[config.mk]
export PLATFORM = sky130hd
export DESIGN_NAME = ppp_port
export DESIGN_NICKNAME = d
export VERILOG_FILES = /design/src/ppp_pkg.sv /design/src/ppp_sync.sv /design/src/ppp_busy_timer.sv /design/src/ppp_port.sv
export SDC_FILE = /design/constraint.sdc
export NUM_CORES = 1
export LEC_CHECK = 0
export ABC_AREA = 1
export ABC_CLOCK_PERIOD_IN_PS = 6500
export BUFFER_PORTS_ARGS = -buffer_cell sky130_fd_sc_hd__buf_2
export CAP_MARGIN = 20
export CORE_ASPECT_RATIO = 1.4
export CORE_MARGIN = 2
export CORE_UTILIZATION = 62
export CTS_BUF_LIST = sky130_fd_sc_hd__clkbuf_4 sky130_fd_sc_hd__clkbuf_8 sky130_fd_sc_hd__clkbuf_16
export CTS_CLUSTER_DIAMETER = 200
export DETAILED_ROUTE_END_ITERATION = 7
export GPL_TIMING_DRIVEN = 0
export PLACE_DENSITY = 0.93
export SYNTH_ARGS = -nofsm -noshare
export SYNTH_HDL_FRONTEND = slang
export SYNTH_HIERARCHICAL = 1
export SYNTH_SLANG_ARGS = --single-unit
[constraint.sdc]
create_clock -name clk_i -period 6.5 [get_ports clk_i]
set_input_delay 1.3 -clock clk_i [delete_from_list [all_inputs] [get_ports clk_i]]
set_output_delay 1.3 -clock clk_i [all_outputs]
set_load 0.03 [all_outputs]
[src/ppp_pkg.sv]
// Purpose: Shared constants for the parallel programming port.
// Assumes: A 250 MHz system clock.
// Notes: Command codes, action codes, reset values and timing counts.
package ppp_pkg;

    // Action select codes sampled on a load strobe
    localparam logic [1:0] ACT_ADDR = 2'h0;
    localparam logic [1:0] ACT_DATA = 2'h1;
    localparam logic [1:0] ACT_CMD = 2'h2;
    localparam logic [1:0] ACT_IDLE = 2'h3;

    // Command byte codes
    localparam logic [7:0] CMD_NOP = 8'h00;
    localparam logic [7:0] CMD_CHIP_ERASE = 8'h80;
    localparam logic [7:0] CMD_WR_FUSE = 8'h40;
    localparam logic [7:0] CMD_WR_LOCK = 8'h20;
    localparam logic [7:0] CMD_WR_FLASH = 8'h10;
    localparam logic [7:0] CMD_WR_EEPROM = 8'h11;
    localparam logic [7:0] CMD_RD_SIG = 8'h08;
    localparam logic [7:0] CMD_RD_FUSE_LOCK = 8'h04;
    localparam logic [7:0] CMD_RD_FLASH = 8'h02;
    localparam logic [7:0] CMD_RD_EEPROM = 8'h03;

    // Reset values of the nonvolatile bytes (all erased)
    localparam logic [7:0] FUSE_LO_RST = 8'hff;
    localparam logic [7:0] FUSE_HI_RST = 8'hff;
    localparam logic [7:0] FUSE_EXT_RST = 8'hff;
    localparam logic [7:0] LOCK_RST = 8'hff;
    localparam logic [7:0] ERASED_BYTE = 8'hff;

    // Lock byte layout
    localparam int LOCK_ONE_BIT = 0;
    localparam int LOCK_TWO_BIT = 1;
    localparam logic [7:0] LOCK_BOOT_MASK = 8'h3c;

    // Highest signature address
    localparam logic [7:0] SIG_ADDR_MAX = 8'h02;

    // Timing: clock period and busy windows
    localparam int CLK_PERIOD_NS = 4;
    localparam int T_WLRL_MAX_NS = 1000;
    localparam int T_WLRH_MIN_NS = 3700000;
    localparam int T_WLRH_MAX_NS = 4500000;
    localparam int T_WLRH_CE_MIN_NS = 7500000;
    localparam int T_WLRH_CE_MAX_NS = 9000000;
    localparam int WLRL_MAX_CYC = T_WLRL_MAX_NS / CLK_PERIOD_NS;
    localparam int WR_BUSY_CYC =
        (T_WLRH_MIN_NS + CLK_PERIOD_NS - 1) / CLK_PERIOD_NS;
    localparam int ERASE_BUSY_CYC =
        (T_WLRH_CE_MIN_NS + CLK_PERIOD_NS - 1) / CLK_PERIOD_NS;
    localparam int BUSY_CNT_W = 21;

endpackage

[src/ppp_sync.sv]
// Purpose: Two-stage synchroniser for the programming pins.
// Assumes: Inputs are asynchronous to clk_i.
// Notes: First stage is read only by the second stage.
`timescale 1ns/100ps
`default_nettype none
module ppp_sync #(
    parameter int W = 1,
    parameter logic [W-1:0] RST_VAL = '0
) (
    // Clock, reset, enable
    input wire logic clk_i,
    input wire logic rst_n_i,
    input wire logic ce_i,
    // Pins in, synchronised out
    input wire logic [W-1:0] d_i,
    output logic [W-1:0] q_o
);

    logic [W-1:0] meta_q;
    logic [W-1:0] sync_q;

    // Two flip-flops in series
    always_ff @(posedge clk_i) begin
        if (!rst_n_i) begin
            meta_q <= RST_VAL;
            sync_q <= RST_VAL;
        end else if (ce_i) begin
            meta_q <= d_i;
            sync_q <= meta_q;
        end
    end

    assign q_o = sync_q;

endmodule
`default_nettype wire

[src/ppp_busy_timer.sv]
// Purpose: Self-timed busy window for write and erase operations.
// Assumes: Start pulses arrive only while idle.
// Notes: Counts enabled clock cycles down to zero.
`timescale 1ns/100ps
`default_nettype none
module ppp_busy_timer
    import ppp_pkg::*;
(
    // Clock, reset, enable
    input wire logic clk_i,
    input wire logic rst_n_i,
    input wire logic ce_i,
    // Start and length
    input wire logic start_i,
    input wire logic [BUSY_CNT_W-1:0] len_i,
    // Busy level
    output logic busy_o
);

    logic [BUSY_CNT_W-1:0] cnt_q;

    // Load on start, count down while busy
    always_ff @(posedge clk_i) begin
        if (!rst_n_i) begin
            cnt_q <= '0;
        end else if (ce_i) begin
            if (start_i) begin
                cnt_q <= len_i;
            end else if (cnt_q != '0) begin
                cnt_q <= cnt_q - 1'b1;
            end
        end
    end

    assign busy_o = (cnt_q != '0);

endmodule
`default_nettype wire

[src/ppp_port.sv]
// Purpose: Device side of the high-voltage parallel programming port.
// Assumes: Programming mode already entered; memory arrays sit outside.
// Notes: All pins are synchronised; busy windows are self-timed.
`timescale 1ns/100ps
`default_nettype none
// Function
// - Load strobe with action 00 address, 01 data, 10 command, 11 nothing.
// - Status output low while busy, high when ready for a command.
// - Keep last command and address after an operation for reuse.
// - All-zero command is a no-op clearing internal write enables.
// - EEPROM page: command, address high, then low, data, page latch.
// - Write pulse with low byte select 0 starts EEPROM page program.
// - Flash read gives low byte on select 0, high byte on select 1.
// - EEPROM read gives addressed byte with output enable low, select 0.
// - Data bus driven only while output enable is low.
// - Fuse write: low fuse byte takes data, zero programs a fuse.
// - Fuse write with selects low=1, high=0 writes fuse high byte.
// - Fuse write with selects low=0, high=1 writes extended fuse.
// - Lock write programs zero bits; mode 3 protects boot lock bits.
// - Lock bits clear only through chip erase.
// - Fuse/lock read selects byte by both byte-select inputs.
// - Signature read outputs identification byte for address 0 to 2.
// - Signature read, address 0, select 1 outputs calibration byte.
// - Status goes low within 1 us of write pulse fall.
// - Writes return ready between 3.7 and 4.5 ms after write.
// - Chip erase returns ready between 7.5 and 9 ms.
module ppp_port
    import ppp_pkg::*;
#(
    parameter int WR_CYC = WR_BUSY_CYC,
    parameter int ERASE_CYC = ERASE_BUSY_CYC,
    parameter logic [7:0] SIG_BYTE0 = 8'h5a, // Arbitrary value
    parameter logic [7:0] SIG_BYTE1 = 8'h3c, // Arbitrary value
    parameter logic [7:0] SIG_BYTE2 = 8'h0f  // Arbitrary value
) (
    // Clock, reset, enable
    input wire logic clk_i,
    input wire logic rst_n_i,
    input wire logic ce_i,
    // Programming pins
    input wire logic load_strobe_i,
    input wire logic action_select_hi_i,
    input wire logic action_select_lo_i,
    input wire logic byte_select_low_i,
    input wire logic byte_select_high_i,
    input wire logic page_latch_strobe_i,
    input wire logic wr_n_i,
    input wire logic oe_n_i,
    input wire logic [7:0] data_i,
    output logic [7:0] data_o,
    output logic data_oe_o,
    output logic prog_status_out_o,
    // Memory array side
    output logic [15:0] mem_addr_o,
    output logic [15:0] mem_wdata_o,
    output logic page_load_o,
    output logic flash_prog_o,
    output logic eeprom_prog_o,
    output logic chip_erase_o,
    input wire logic [15:0] flash_rdata_i,
    input wire logic [7:0] eeprom_rdata_i,
    input wire logic [7:0] calib_i
);

    // Commands that start a self-timed operation
    function automatic logic is_write(input logic [7:0] c);
        return (c == CMD_CHIP_ERASE) || (c == CMD_WR_FUSE) ||
               (c == CMD_WR_LOCK) || (c == CMD_WR_FLASH) ||
               (c == CMD_WR_EEPROM);
    endfunction

    // Strobes idle low, write and output enable idle high
    localparam logic [15:0] SYNC_RST = 16'h00c0;

    logic [15:0] pins_s;
    logic ls_s, xa_lo_s, xa_hi_s, bs_lo_s, bs_hi_s, pl_s, wr_n_s, oe_n_s;
    logic [7:0] data_s;
    logic ls_q, pl_q, wr_n_q;
    logic [7:0] cmd_q, addr_lo_q, addr_hi_q, dat_lo_q, dat_hi_q;
    logic [7:0] fuse_lo_q, fuse_hi_q, fuse_ext_q, lock_q;
    logic load_en_q, busy;
    logic [7:0] rd_q, rd_d;
    logic page_load_q, flash_prog_q, eeprom_prog_q, chip_erase_q;

    // Pin synchroniser: all pins pass two flip-flops
    ppp_sync #(
        .W(16),
        .RST_VAL(SYNC_RST)
    ) u_sync (
        .clk_i(clk_i),
        .rst_n_i(rst_n_i),
        .ce_i(ce_i),
        .d_i({data_i, oe_n_i, wr_n_i, page_latch_strobe_i,
              byte_select_high_i, byte_select_low_i, action_select_hi_i,
              action_select_lo_i, load_strobe_i}),
        .q_o(pins_s)
    );

    assign ls_s = pins_s[0];
    assign xa_lo_s = pins_s[1];
    assign xa_hi_s = pins_s[2];
    assign bs_lo_s = pins_s[3];
    assign bs_hi_s = pins_s[4];
    assign pl_s = pins_s[5];
    assign wr_n_s = pins_s[6];
    assign oe_n_s = pins_s[7];
    assign data_s = pins_s[15:8];

    // Edge detection and decode
    wire [1:0] act = {xa_hi_s, xa_lo_s};
    wire ls_rise = ce_i && ls_s && !ls_q;
    wire pl_rise = ce_i && pl_s && !pl_q;
    wire wr_fall = ce_i && !wr_n_s && wr_n_q;
    wire ld_cmd = ls_rise && (act == ACT_CMD);
    wire ld_addr = ls_rise && (act == ACT_ADDR);
    wire ld_data = ls_rise && (act == ACT_DATA);
    // Refused page writes must not open a busy window
    wire page_cmd = (cmd_q == CMD_WR_FLASH) || (cmd_q == CMD_WR_EEPROM);
    wire page_skip = page_cmd && (!load_en_q ||
                     ((cmd_q == CMD_WR_EEPROM) && bs_lo_s));
    wire start = wr_fall && !busy && is_write(cmd_q) && !page_skip;
    wire erase_go = start && (cmd_q == CMD_CHIP_ERASE);
    wire fuse_go = start && (cmd_q == CMD_WR_FUSE);
    wire lock_go = start && (cmd_q == CMD_WR_LOCK);
    wire flash_go = start && (cmd_q == CMD_WR_FLASH) && load_en_q;
    wire eep_go = start && (cmd_q == CMD_WR_EEPROM) && load_en_q &&
                  !bs_lo_s;
    wire mode3 = !lock_q[LOCK_ONE_BIT] && !lock_q[LOCK_TWO_BIT];
    wire [7:0] lock_keep = mode3 ? LOCK_BOOT_MASK : 8'h00;
    wire [BUSY_CNT_W-1:0] busy_len = erase_go ?
        BUSY_CNT_W'(ERASE_CYC) : BUSY_CNT_W'(WR_CYC);

    // Edge history
    always_ff @(posedge clk_i) begin
        if (!rst_n_i) begin
            ls_q <= 1'b0;
            pl_q <= 1'b0;
            wr_n_q <= 1'b1;
        end else if (ce_i) begin
            ls_q <= ls_s;
            pl_q <= pl_s;
            wr_n_q <= wr_n_s;
        end
    end

    // Command, address and data holding registers
    always_ff @(posedge clk_i) begin
        if (!rst_n_i) begin
            cmd_q <= CMD_NOP;
            addr_lo_q <= 8'h00;
            addr_hi_q <= 8'h00;
            dat_lo_q <= 8'h00;
            dat_hi_q <= 8'h00;
        end else begin
            if (ld_cmd) begin
                cmd_q <= data_s;
            end
            if (ld_addr && !bs_lo_s) begin
                addr_lo_q <= data_s;
            end
            if (ld_addr && bs_lo_s) begin
                addr_hi_q <= data_s;
            end
            if (ld_data && !bs_lo_s) begin
                dat_lo_q <= data_s;
            end
            if (ld_data && bs_lo_s) begin
                dat_hi_q <= data_s;
            end
        end
    end

    // Page-load enable set by flash and EEPROM write commands, cleared by any other command
    always_ff @(posedge clk_i) begin
        if (!rst_n_i) begin
            load_en_q <= 1'b0;
        end else if (ld_cmd) begin
            load_en_q <= (data_s == CMD_WR_FLASH) ||
                         (data_s == CMD_WR_EEPROM);
        end
    end

    // Fuse bytes: each bit takes the data bit, zero programs
    always_ff @(posedge clk_i) begin
        if (!rst_n_i) begin
            fuse_lo_q <= FUSE_LO_RST;
            fuse_hi_q <= FUSE_HI_RST;
            fuse_ext_q <= FUSE_EXT_RST;
        end else if (fuse_go) begin
            if (!bs_lo_s && !bs_hi_s) begin
                fuse_lo_q <= dat_lo_q;
            end else if (bs_lo_s && !bs_hi_s) begin
                fuse_hi_q <= dat_lo_q;
            end else if (!bs_lo_s && bs_hi_s) begin
                fuse_ext_q <= dat_lo_q;
            end
        end
    end

    // Lock bits: program only, clear only by chip erase
    always_ff @(posedge clk_i) begin
        if (!rst_n_i) begin
            lock_q <= LOCK_RST;
        end else if (erase_go) begin
            lock_q <= ERASED_BYTE;
        end else if (lock_go) begin
            lock_q <= lock_q & (dat_lo_q | lock_keep);
        end
    end

    // Memory side strobes, one cycle each
    always_ff @(posedge clk_i) begin
        if (!rst_n_i) begin
            page_load_q <= 1'b0;
            flash_prog_q <= 1'b0;
            eeprom_prog_q <= 1'b0;
            chip_erase_q <= 1'b0;
        end else if (ce_i) begin
            page_load_q <= pl_rise && load_en_q;
            flash_prog_q <= flash_go;
            eeprom_prog_q <= eep_go;
            chip_erase_q <= erase_go;
        end
    end

    // Busy window timer
    ppp_busy_timer u_timer (
        .clk_i(clk_i),
        .rst_n_i(rst_n_i),
        .ce_i(ce_i),
        .start_i(start),
        .len_i(busy_len),
        .busy_o(busy)
    );

    // Read data selection by command and byte selects
    always_comb begin
        rd_d = ERASED_BYTE;
        case (cmd_q)
            CMD_RD_FLASH: begin
                rd_d = bs_lo_s ? flash_rdata_i[15:8]
                               : flash_rdata_i[7:0];
            end
            CMD_RD_EEPROM: begin
                rd_d = eeprom_rdata_i;
            end
            CMD_RD_FUSE_LOCK: begin
                case ({bs_hi_s, bs_lo_s})
                    2'h0: rd_d = fuse_lo_q;
                    2'h3: rd_d = fuse_hi_q;
                    2'h2: rd_d = fuse_ext_q;
                    default: rd_d = lock_q;
                endcase
            end
            CMD_RD_SIG: begin
                if (bs_lo_s) begin
                    rd_d = calib_i;
                end else if (addr_lo_q == 8'h00) begin
                    rd_d = SIG_BYTE0;
                end else if (addr_lo_q == 8'h01) begin
                    rd_d = SIG_BYTE1;
                end else if (addr_lo_q == SIG_ADDR_MAX) begin
                    rd_d = SIG_BYTE2;
                end
            end
            default: begin
                rd_d = ERASED_BYTE;
            end
        endcase
    end

    // Registered read data
    always_ff @(posedge clk_i) begin
        if (!rst_n_i) begin
            rd_q <= ERASED_BYTE;
        end else if (ce_i) begin
            rd_q <= rd_d;
        end
    end

    // Outputs
    assign data_o = rd_q;
    assign data_oe_o = !oe_n_s;
    assign prog_status_out_o = !busy;
    assign mem_addr_o = {addr_hi_q, addr_lo_q};
    assign mem_wdata_o = {dat_hi_q, dat_lo_q};
    assign page_load_o = page_load_q;
    assign flash_prog_o = flash_prog_q;
    assign eeprom_prog_o = eeprom_prog_q;
    assign chip_erase_o = chip_erase_q;

    // Helper: enabled cycles since start, and kind of operation
    logic [BUSY_CNT_W-1:0] busy_cyc_h;
    logic erase_h;
    always_ff @(posedge clk_i) begin
        if (!rst_n_i) begin
            busy_cyc_h <= '0;
            erase_h <= 1'b0;
        end else if (ce_i) begin
            busy_cyc_h <= start ? '0 : busy_cyc_h + 1'b1;
            erase_h <= start ? erase_go : erase_h;
        end
    end

    // Status falls right after an accepted write pulse
    status_fall_a: assert property (@(posedge clk_i) disable iff (!rst_n_i)
        start |=> !prog_status_out_o)
        else $error("status not low after write pulse");

    // Write busy window length
    write_window_a: assert property (@(posedge clk_i) disable iff (!rst_n_i)
        ($rose(prog_status_out_o) && !erase_h) |->
        (busy_cyc_h == BUSY_CNT_W'(WR_CYC)))
        else $error("write busy window wrong length");

    // Erase busy window length
    erase_window_a: assert property (@(posedge clk_i) disable iff (!rst_n_i)
        ($rose(prog_status_out_o) && erase_h) |->
        (busy_cyc_h == BUSY_CNT_W'(ERASE_CYC)))
        else $error("erase busy window wrong length");

    // Bus released after output enable stays high
    bus_release_a: assert property (@(posedge clk_i) disable iff (!rst_n_i)
        (oe_n_i && ce_i)[*3] |-> !data_oe_o)
        else $error("data bus driven with output enable high");

    // Command capture on strobe
    cmd_load_a: assert property (@(posedge clk_i) disable iff (!rst_n_i)
        ld_cmd |=> (cmd_q == $past(data_s)))
        else $error("command byte not captured");

    // Command kept without a new command load
    cmd_keep_a: assert property (@(posedge clk_i) disable iff (!rst_n_i)
        !ld_cmd |=> $stable(cmd_q))
        else $error("command changed without load");

    // No-op clears page-load enable
    nop_clear_a: assert property (@(posedge clk_i) disable iff (!rst_n_i)
        (ld_cmd && (data_s == CMD_NOP)) |=> !load_en_q)
        else $error("no-op did not clear write enable");

    // Lock bits never return to one without erase
    lock_clear_a: assert property (@(posedge clk_i) disable iff (!rst_n_i)
        !erase_go |=> ((lock_q & ~$past(lock_q)) == 8'h00))
        else $error("lock bit cleared without chip erase");

    // Boot lock bits frozen in mode 3
    boot_lock_a: assert property (@(posedge clk_i) disable iff (!rst_n_i)
        (lock_go && mode3) |=>
        ((lock_q & LOCK_BOOT_MASK) == ($past(lock_q) & LOCK_BOOT_MASK)))
        else $error("boot lock bits changed in mode 3");

    // Flash low byte presented
    flash_read_a: assert property (@(posedge clk_i) disable iff (!rst_n_i)
        (ce_i && (cmd_q == CMD_RD_FLASH) && !bs_lo_s) |=>
        (data_o == $past(flash_rdata_i[7:0])))
        else $error("flash low byte not presented");

endmodule
`default_nettype wire

Word-level counts from Yosys, hierarchy flattened
Cells that the tools add are included.
{"block": "word_totals", "output_inout_bits": 46, "latchBits": 0, "mem_bits_rw": 0, "inputBits": 51, "word_cells": 114, "n_memories": 0, "reg_bits": 141, "mem_bits_ro": 0}
{"block": "classes", "eq_ne": 17, "magnitude_cmp": 0, "reduce_logical": 59, "addsub": 1, "div_mod_pow": 0, "bitwise_logic": 5, "mul": 0, "mux": 11, "shift": 0}
{"cell": "$mux 21", "n": 3}
{"cell": "$mux 8", "n": 5}
{"cell": "$eq 8x5->1 const B", "n": 4}
{"cell": "$pmux 8 s4", "n": 1}
{"cell": "$logic_and 1x1->1", "n": 31}
{"cell": "$eq 8x2->1 const B", "n": 3}
{"cell": "$pmux 8 s3", "n": 1}
{"cell": "$reduce_bool 21->1", "n": 1}
{"cell": "$sub 21x1->21 const B", "n": 1}
{"cell": "$logic_not 1->1", "n": 11}
{"cell": "$and 8x8->8", "n": 1}
{"cell": "$eq 8x1->1 const B", "n": 1}
{"cell": "$eq 8x3->1 const B", "n": 1}
{"cell": "$eq 8x4->1 const B", "n": 1}
{"cell": "$eq 8x6->1 const B", "n": 1}
{"cell": "$eq 8x7->1 const B", "n": 1}
{"cell": "$eq 8x8->1 const B", "n": 1}
{"cell": "$logic_not 8->1", "n": 1}
{"cell": "$or 8x6->8", "n": 1}
{"cell": "$logic_or 1x1->1", "n": 7}
{"cell": "$eq 2x2->1 const B", "n": 3}
{"cell": "$mux 6", "n": 1}
{"cell": "$logic_not 2->1", "n": 2}
{"cell": "$reduce_and 2->1", "n": 2}
{"cell": "6 further kinds", "n": 8}

Longest topological paths before layout
Gate-level depths: netlist (run 1).
{"block": "logic_depth", "ltp_word": 10, "mapped_depth": 19, "ltp_nobuf": 18}

Cells and area by module
The synthesis (run 1) kept the hierarchy.
{"module": "ppp_port", "cells_per_inst": 635, "seq_area_each_um2": 1761.7, "instances": 1, "area_each_um2": 4231.6}
{"module": "ppp_busy_timer", "cells_per_inst": 280, "seq_area_each_um2": 420.4, "instances": 1, "area_each_um2": 1615.3}
{"module": "ppp_sync", "cells_per_inst": 195, "seq_area_each_um2": 640.6, "instances": 1, "area_each_um2": 1321.3}

Worst setup path before layout (run 1)
Ideal clock, no wire load.
{"block": "synth_path", "kind": "input port to flip-flop", "from": "input ce_i", "to": "register u_timer.cnt_q[10]", "setup_ns": 0.064, "arrival_time_ns": 2.954, "required_time_ns": 6.436, "path_slack_ns": 3.482, "n_path_buf": 2, "path_stages": 14, "path_cell_list": "inv_2 or2_1 nor2_1 nand2_1 a21oi_4 buf_4 and2_1 clkbuf_1 nor2_1 nand2_1 o21ai_0 nand2_1 nand2_1 nor2_1"}
{"block": "synth_via", "elab_chain_cells": 7, "elab_cells_between_ends": 8, "cone_classes": "1 x mux; 7 x reduce/logical"}
{"element": "from (decl)", "line_no": "ppp_port.sv:39", "text": "input wire logic ce_i,"}
{"element": "$logic_and 1x1->1 (*) (2 in a row)", "line_no": "ppp_port.sv:113", "text": "wire wr_fall = ce_i && !wr_n_s && wr_n_q;"}
{"element": "$logic_and 1x1->1 (*) (3 in a row)", "line_no": "ppp_port.sv:121", "text": "wire start = wr_fall && !busy && is_write(cmd_q) && !page_skip;"}
{"element": "via start", "line_no": "ppp_port.sv:121"}
{"element": "$reduce_bool 2->1 (no line)"}
{"element": "$reduce_and 2->1 (no line)"}
{"element": "to (signal assigned)", "line_no": "ppp_busy_timer.sv:28", "text": "cnt_q <= len_i;"}
{"element": "to (signal assigned)", "line_no": "ppp_busy_timer.sv:30", "text": "cnt_q <= cnt_q - 1'b1;"}
{"element": "to (decl)", "line_no": "ppp_busy_timer.sv:20", "text": "logic [BUSY_CNT_W-1:0] cnt_q;"}
The timed path passes the listed nets; every way through them passes the cells marked *.
A chain may end at the register's enable or synchronous reset.

Worst setup path in the final report (run 1)
Ends and elaborated chain as after synthesis.

==> results.json, run 1 <==
{
  "clkTransAtPathRegs_ps": 60,
  "clk_latency_ps": 420,
  "netlist_area_um2": 7170,
  "tightestPinTransition_ps": 796,
  "cts_buffers": 17,
  "grt_max_degree": 18,
  "gp_congestion": 0.942,
  "drive_gt1_share_pct": 14.6,
  "slew_viol_final": 0,
  "ant_nets": 0,
  "ctsHoldBuffers": 0,
  "start_util_pct": 63.5,
  "cts-root-buf": "clkbuf_16",
  "gr-usage-met2_pct": 58.5,
  "yosysWarningCount": 6,
  "hold_viol": 0,
  "die-height_um": 131,
  "syn_avg_cell_area_um2": 6.46,
  "wl_per_cell_um": 15.2,
  "drc_errors": 0,
  "netlist_top_cells_area": "dfxtp_1, nand2_1, nor2_1, nand3_1, inv_1",
  "synth_edf_count": 0,
  "port_buffers": 96,
  "coreArea_um2": 11300,
  "clkSinkCount": 141,
  "final_cells": 1394,
  "num_rows": 46,
  "worstSetupPathType": "input pin to register",
  "grt-busiest-layer": "met2",
  "synthDistinctLibCells": 40,
  "dieArea_um2": 12500,
  "finClkSkew_ps": 10.2,
  "ys_ff_latch": 141,
  "viasPerCell": 5.59,
  "drv_cap": 0,
  "max_freq_ghz": 0.277,
  "grt_util_met1_pct": 39.6,
  "hold_ws_ps": 441,
  "netlist_instances": 1110,
  "setup_violations": 0,
  "drt_iter0_markers": 712,
  "status": "finished, final reports clean",
  "synth_top_area_share_pct": 39.4,
  "cp-end-kind": "register",
  "hp-class": "register to register",
  "antenna_found_initial": 0,
  "grt_pass1_vias": 7313,
  "p_per_area_nw_per_um2": 355,
  "grt_use_met3_pct": 6.25,
  "routed_wl_um": 21100,
  "rsz0062_at_grt": "false",
  "yosysTopAreaCell": "dfxtp_1",
  "placed_cells": 1362,
  "async_flop_share_pct": 0,
  "syn_to_final_growth_pct": 18.3,
  "p_leak_uw": 0.00412,
  "die_w_um": 94.9,
  "ir_drop_uv": 249,
  "grt_usage_pct": 34.4,
  "num_vias": 7797,
  "final_net_count": 1290,
  "cts_resized": 0,
  "cts_htree_levels": 4,
  "min_period_ps": 3600,
  "antenna_cells": 0,
  "start_kind": "input pin",
  "cts_setup_buffers": 0,
  "fin_crit_sh_pct": 55.5,
  "num_io_pins": 97,
  "fin_setup_tns_ps": 0,
  "synthFlopType": "dfxtp_1",
  "crit_required_ps": 6850,
  "dp_hpwl_um": 14400,
  "clk_path_buf_depth": 2,
  "largest_reg_flops": 21,
  "grt-ovfl-total": 0,
  "relSlewSlack_pct": 46.5,
  "arrival_ps": 3960,
  "path_max_fanout": 10,
  "r2r_slack_ps": 3150,
  "grt_pass1_wl_um": 34000,
  "regMostFlops": "u_timer/cnt_q",
  "first_pass_iters": 7,
  "ys_seq_area_share_pct": 39.4,
  "cts_tree": "yes"
}
[stage by stage]
stage | util (%) | power (µW) | setup WS (ps) | cell area, µm²
6_report | 75.2 | 3010 | 2900 | 8480
5_1_grt | 75.2 | 3190 | 2650 | 8480
4_1_cts | 75.2 | 2990 | 2980 | 8480
2_1_floorplan | - | 1790 | 3480 | 7210
3_3_place_gp | 69.8 | 1980 | 2620 | 7870
3_5_place_dp | 69.8 | 2010 | 2600 | 7870
[cells by family after synthesis]
group / Yosys count / synth area share, %
adders and majority gates: 2 / 0.349
other: 2 / 0.105
DFF: 141 / 39.4
xor gates and xnor gates: 2 / 0.244
AOI/OAI and AO/OA: 155 / 11.5
buffers and inverters: 173 / 10.5
and+or+nand+nor: 635 / 37.9
[metal layers]
layer  part of all wire [%]  wire length (µm)
met5                      0                 0
met4                    5.6              1190
met3                    8.0              1690
met2                     49             10400
met1                     37              7810
[worst max-delay path, cell delays in order]
cell and delay, ps:
buf_2 300, inv_2 160, or2_1 260, nor2_1 140, nand2_1 130, a21oi_4 300
buf_4 240, and2_1 200, clkbuf_1 410, nor2_1 160, nand2_1 80, o21ai_0 70
nand2_1 80, nand2_1 40, nor2_1 100
[cells in the mapped netlist (6+ instances only)]
cell      count
clkbuf_1     21
inv_1       119
dfxtp_1     141
nor2_1      151
o21ai_0      72
buf_6        10
inv_2         7
nand3_1      93
buf_4         6
nor2_2        9
nand2_1     320
a21oi_1      67
nand4_1      46
[final cells by class]
| cell class | count | area (µm²) |
|---|---|---|
| plain buffers | 46 | 277 |
| flip-flops and latches | 141 | 2820 |
| multi-input cells | 808 | 3640 |
| clock buffers | 19 | 453 |
| fillers | 891 | 2800 |
| repair buffers | 96 | 480 |
| well taps | 144 | 180 |
| clock inverters | 13 | 155 |
| inverters | 127 | 477 |
[where the power goes]
group | switching, µW | internal [µW]
Sequential | 84.3 | 942
Clock | 394 | 594
Combinational | 665 | 335
Total | 1140 | 1870
[layout by cell type (no fill, tap or decap), drive strengths merged]
| master | instances |
|---|---|
| xor2 | 2 |
| a21oi | 73 |
| nand3 | 95 |
| o21bai | 2 |
| a211oi | 1 |
| clkinvlp | 3 |
| or2 | 2 |
| a31oi | 1 |
| clkinv | 5 |
| nor3 | 3 |
| clkbuf | 40 |
| nand4 | 47 |
| ha | 2 |
| o21ai | 75 |
| bufinv | 2 |
| nand2 | 323 |
| and2 | 1 |
| o31ai | 1 |
| o21a | 1 |
| nor2 | 162 |
| dfxtp | 141 |
| nor4 | 1 |
| buf | 121 |
| conb | 14 |
| inv | 130 |
| nand3b | 1 |
| o211ai | 1 |
[final timing paths]
kind                                      start                        endpoint  cells past startpoint
hold reg to reg       addr_hi_q[7]$_SDFFE_PN0P_       addr_hi_q[7]$_SDFFE_PN0P_                      2
setup / recovery                           ce_i  u_timer/cnt_q[10]$_SDFFE_PN0P_                     15
setup reg to reg  u_timer/cnt_q[0]$_SDFFE_PN0P_  u_timer/cnt_q[10]$_SDFFE_PN0P_                     19
hold / removal        addr_hi_q[7]$_SDFFE_PN0P_       addr_hi_q[7]$_SDFFE_PN0P_                      2
No activity file was read; power rests on OpenSTA's default activity.
==> inputs of run 2 (changes only) <==
--- a/config.mk
+++ b/config.mk
@@ -6,17 +6,17 @@
 export NUM_CORES = 1
 export LEC_CHECK = 0
 export ABC_AREA = 1
-export ABC_CLOCK_PERIOD_IN_PS = 6500
+export ABC_CLOCK_PERIOD_IN_PS = 3250
 export BUFFER_PORTS_ARGS = -buffer_cell sky130_fd_sc_hd__buf_2
 export CAP_MARGIN = 20
 export CORE_ASPECT_RATIO = 1.4
 export CORE_MARGIN = 2
-export CORE_UTILIZATION = 62
+export CORE_UTILIZATION = 52
 export CTS_BUF_LIST = sky130_fd_sc_hd__clkbuf_4 sky130_fd_sc_hd__clkbuf_8 sky130_fd_sc_hd__clkbuf_16
 export CTS_CLUSTER_DIAMETER = 200
 export DETAILED_ROUTE_END_ITERATION = 7
 export GPL_TIMING_DRIVEN = 0
-export PLACE_DENSITY = 0.93
+export PLACE_DENSITY = 0.84
 export SYNTH_ARGS = -nofsm -noshare
 export SYNTH_HDL_FRONTEND = slang
 export SYNTH_HIERARCHICAL = 1
==> constraint.sdc (replaced) <==
create_clock -name clk_i -period 3.25 [get_ports clk_i]
set_input_delay 0.65 -clock clk_i [delete_from_list [all_inputs] [get_ports clk_i]]
set_output_delay 0.65 -clock clk_i [all_outputs]
set_load 0.03 [all_outputs]
==> run 2 against run 1 <==
Compared with the run above:
- combinational power increased by 100%
- largest power group unchanged
- highest routed layer unchanged
- flip-flop and latch count stayed put
- global-route usage decreased by 6.0 points
- critical path type is now register to register
- clock-buffer cell count fell by 2
- clock skew up 2.7 ps
- setup slack got worse by 2700 ps
- sequential power rose by 100%
- first-iteration DRC count is 25% lower
- critical path depth grew 3
- design area up 0.91%
- power rose by 100%
- non-clock buffer count rose by 3
==> results.json, run 2 (same netlist as run 1, synthesis figures left out) <==
{
  "r2r_slack_ps": 180,
  "cts_tree": "yes",
  "fin_crit_sh_pct": 94.5,
  "num_rows": 50,
  "ff_latch_area_um2": 2820,
  "grt-ovfl-total": 0,
  "dp_hpwl_um": 14300,
  "max_freq_ghz": 0.326,
  "slew_viol_final": 0,
  "rr_startpoint": "u_timer/cnt_q[14]$_SDFFE_PN0P_",
  "rr_worst_depth": 18,
  "hold_end": "u_sync/meta_q[7]$_SDFFE_PN1P_",
  "grt_pass1_vias": 7165,
  "clkTransAtPathRegs_ps": 70,
  "placed_cells": 1400,
  "status": "finished, final reports clean",
  "grt_usage_pct": 28.4,
  "routed_wl_um": 20700,
  "hp-class": "input pin to register",
  "tightestPinTransition_ps": 902,
  "place_worst_setup_slack_ps": -15.6,
  "slowest_delay_ps": 360,
  "syn_to_final_growth_pct": 19.4,
  "gp_congestion": 0.979,
  "hold_path_depth": 3,
  "num_io_pins": 97,
  "ir_drop_uv": 439,
  "clk_path_buf_depth": 2,
  "port_buffers": 96,
  "grt_max_degree": 19,
  "antenna_found_initial": 0,
  "drc_errors": 0,
  "ctsHoldBuffers": 0,
  "p_leak_uw": 0.00415,
  "setup_ws_ps": 180,
  "crit_required_ps": 3600,
  "arrival_ps": 3420,
  "min_period_ps": 3070,
  "coreArea_um2": 13500,
  "relSlewSlack_pct": 39.4,
  "critPathTopFamily": "simple AND/OR/NAND/NOR gates",
  "finClkSkew_ps": 12.9,
  "start_util_pct": 53.3,
  "viasPerCell": 5.35,
  "cp-end-kind": "register",
  "dieArea_um2": 14800,
  "worstHoldStart": "oe_n_i",
  "num_vias": 7679,
  "hold_ws_ps": 423,
  "cts_buffers": 17,
  "multiInputGateArea_um2": 3640,
  "final_common_cell": "nand2_1",
  "final_net_count": 1293,
  "drive_gt1_share_pct": 14.9,
  "clk_latency_ps": 430,
  "dr_wl_met3_um": 1520,
  "n_fill_cell": 1207,
  "worstSetupPathType": "register to register",
  "ant_nets": 0,
  "path_max_fanout": 10,
  "drt_iter0_markers": 532,
  "start_kind": "register",
  "die_w_um": 103,
  "p_per_area_nw_per_um2": 708,
  "fin_setup_tns_ps": 0,
  "cts-root-buf": "clkbuf_16",
  "drv_cap": 0,
  "setup_violations": 0,
  "regMostFlops": "u_timer/cnt_q",
  "first_pass_iters": 5,
  "crit_path_frequent_cell": "nand2_1",
  "die-height_um": 143,
  "clkSinkCount": 141,
  "final_cells": 1435,
  "largest_reg_flops": 21,
  "rr_endpoint": "u_timer/cnt_q[15]$_SDFFE_PN0P_",
  "cts_htree_levels": 4,
  "hold_viol": 0,
  "wl_per_cell_um": 14.4,
  "wl_met2_um": 9870,
  "top_layer": "met4",
  "wl_met1_um": 8200,
  "crit_chain": "nor2_2, nand2_1, nor2_4, nand3_1, inv_1, nand2_1, nor2_1, nand2_1, a21oi_4, buf_4, and2_1, inv_2, nand4_4, nand2_4, inv_2, buf_6, nand2_1, a21oi_1",
  "power_uw": 6060,
  "critPathBufInv": 5,
  "grt_pass1_wl_um": 33100,
  "crit_slowest_cell": "dfxtp_1",
  "mostFrequentLayoutCells": "nand2_1, nor2_1, dfxtp_1",
  "antenna_cells": 0
}
## run 2: changes by cell type in the layout (fill, tap and decap cells not counted), moves of 2 or more
cell	delta
buf_4	+3
bufinv_16	-2
clkbuf_8	-2
clkinv_4	-3
clkinv_8	+6
clkinvlp_4	-3
inv_8	+4
## run 2: tightest hold or removal path, delay by kind of cell
family                 cells  cell delay, ps
AND/OR/NAND/NOR            2             100
buffers and inverters      1              70
## run 2: through the flow
step | cell area (µm²) | utilization [%]
finish | 8560 | 63.6
global route | 8560 | 63.6
CTS | 8540 | 63.5
detailed placement | 7920 | 58.9
global placement | 7920 | 58.9
floorplan | 7210 | -
## run 2: cell type report
class	instances	share of cell area, %
plain buffers	46	3.25
inverters	127	5.57
flip-flops and latches	141	33.0
well taps	182	2.66
clock buffers	17	4.97
clock inverters	15	2.21
multi-input cells	808	42.5
repair buffers	99	5.88
## run 2: repair_timing
item	4_1_cts	5_1_grt
cloned	0	0
buffers inserted	0	3
endpoints found under the setup margin	1	20
pin swaps	0	0
resized for setup	1	1
## run 2: how the worst max path moves through the flow
stage	start	end	cells past startpoint
detailed placement	ce_i	u_timer/cnt_q[10]$_SDFFE_PN0P_	15
floorplan	u_timer/cnt_q[0]$_SDFFE_PN0P_	u_timer/cnt_q[10]$_SDFFE_PN0P_	19
global route	u_timer/cnt_q[0]$_SDFFE_PN0P_	u_timer/cnt_q[13]$_SDFFE_PN0P_	19
global placement	ce_i	u_timer/cnt_q[10]$_SDFFE_PN0P_	15
CTS	u_timer/cnt_q[0]$_SDFFE_PN0P_	u_timer/cnt_q[15]$_SDFFE_PN0P_	19
finish	u_timer/cnt_q[14]$_SDFFE_PN0P_	u_timer/cnt_q[15]$_SDFFE_PN0P_	18
## run 2: layer usage
metal,global-route usage (%),vias to the layer above
li1,-,3815
met2,47.1,351
met4,16.8,0
met1,33.2,3416
met3,6.02,97
met5,0,-
## run 2: power by group
group	total, µW	internal [µW]	leakage [µW]	switching, µW
Sequential	2060	1880	0.00115	176
Clock	1970	1050	0.000299	924
Combinational	2030	672	0.00270	1360
Total	6060	3600	0.00415	2460
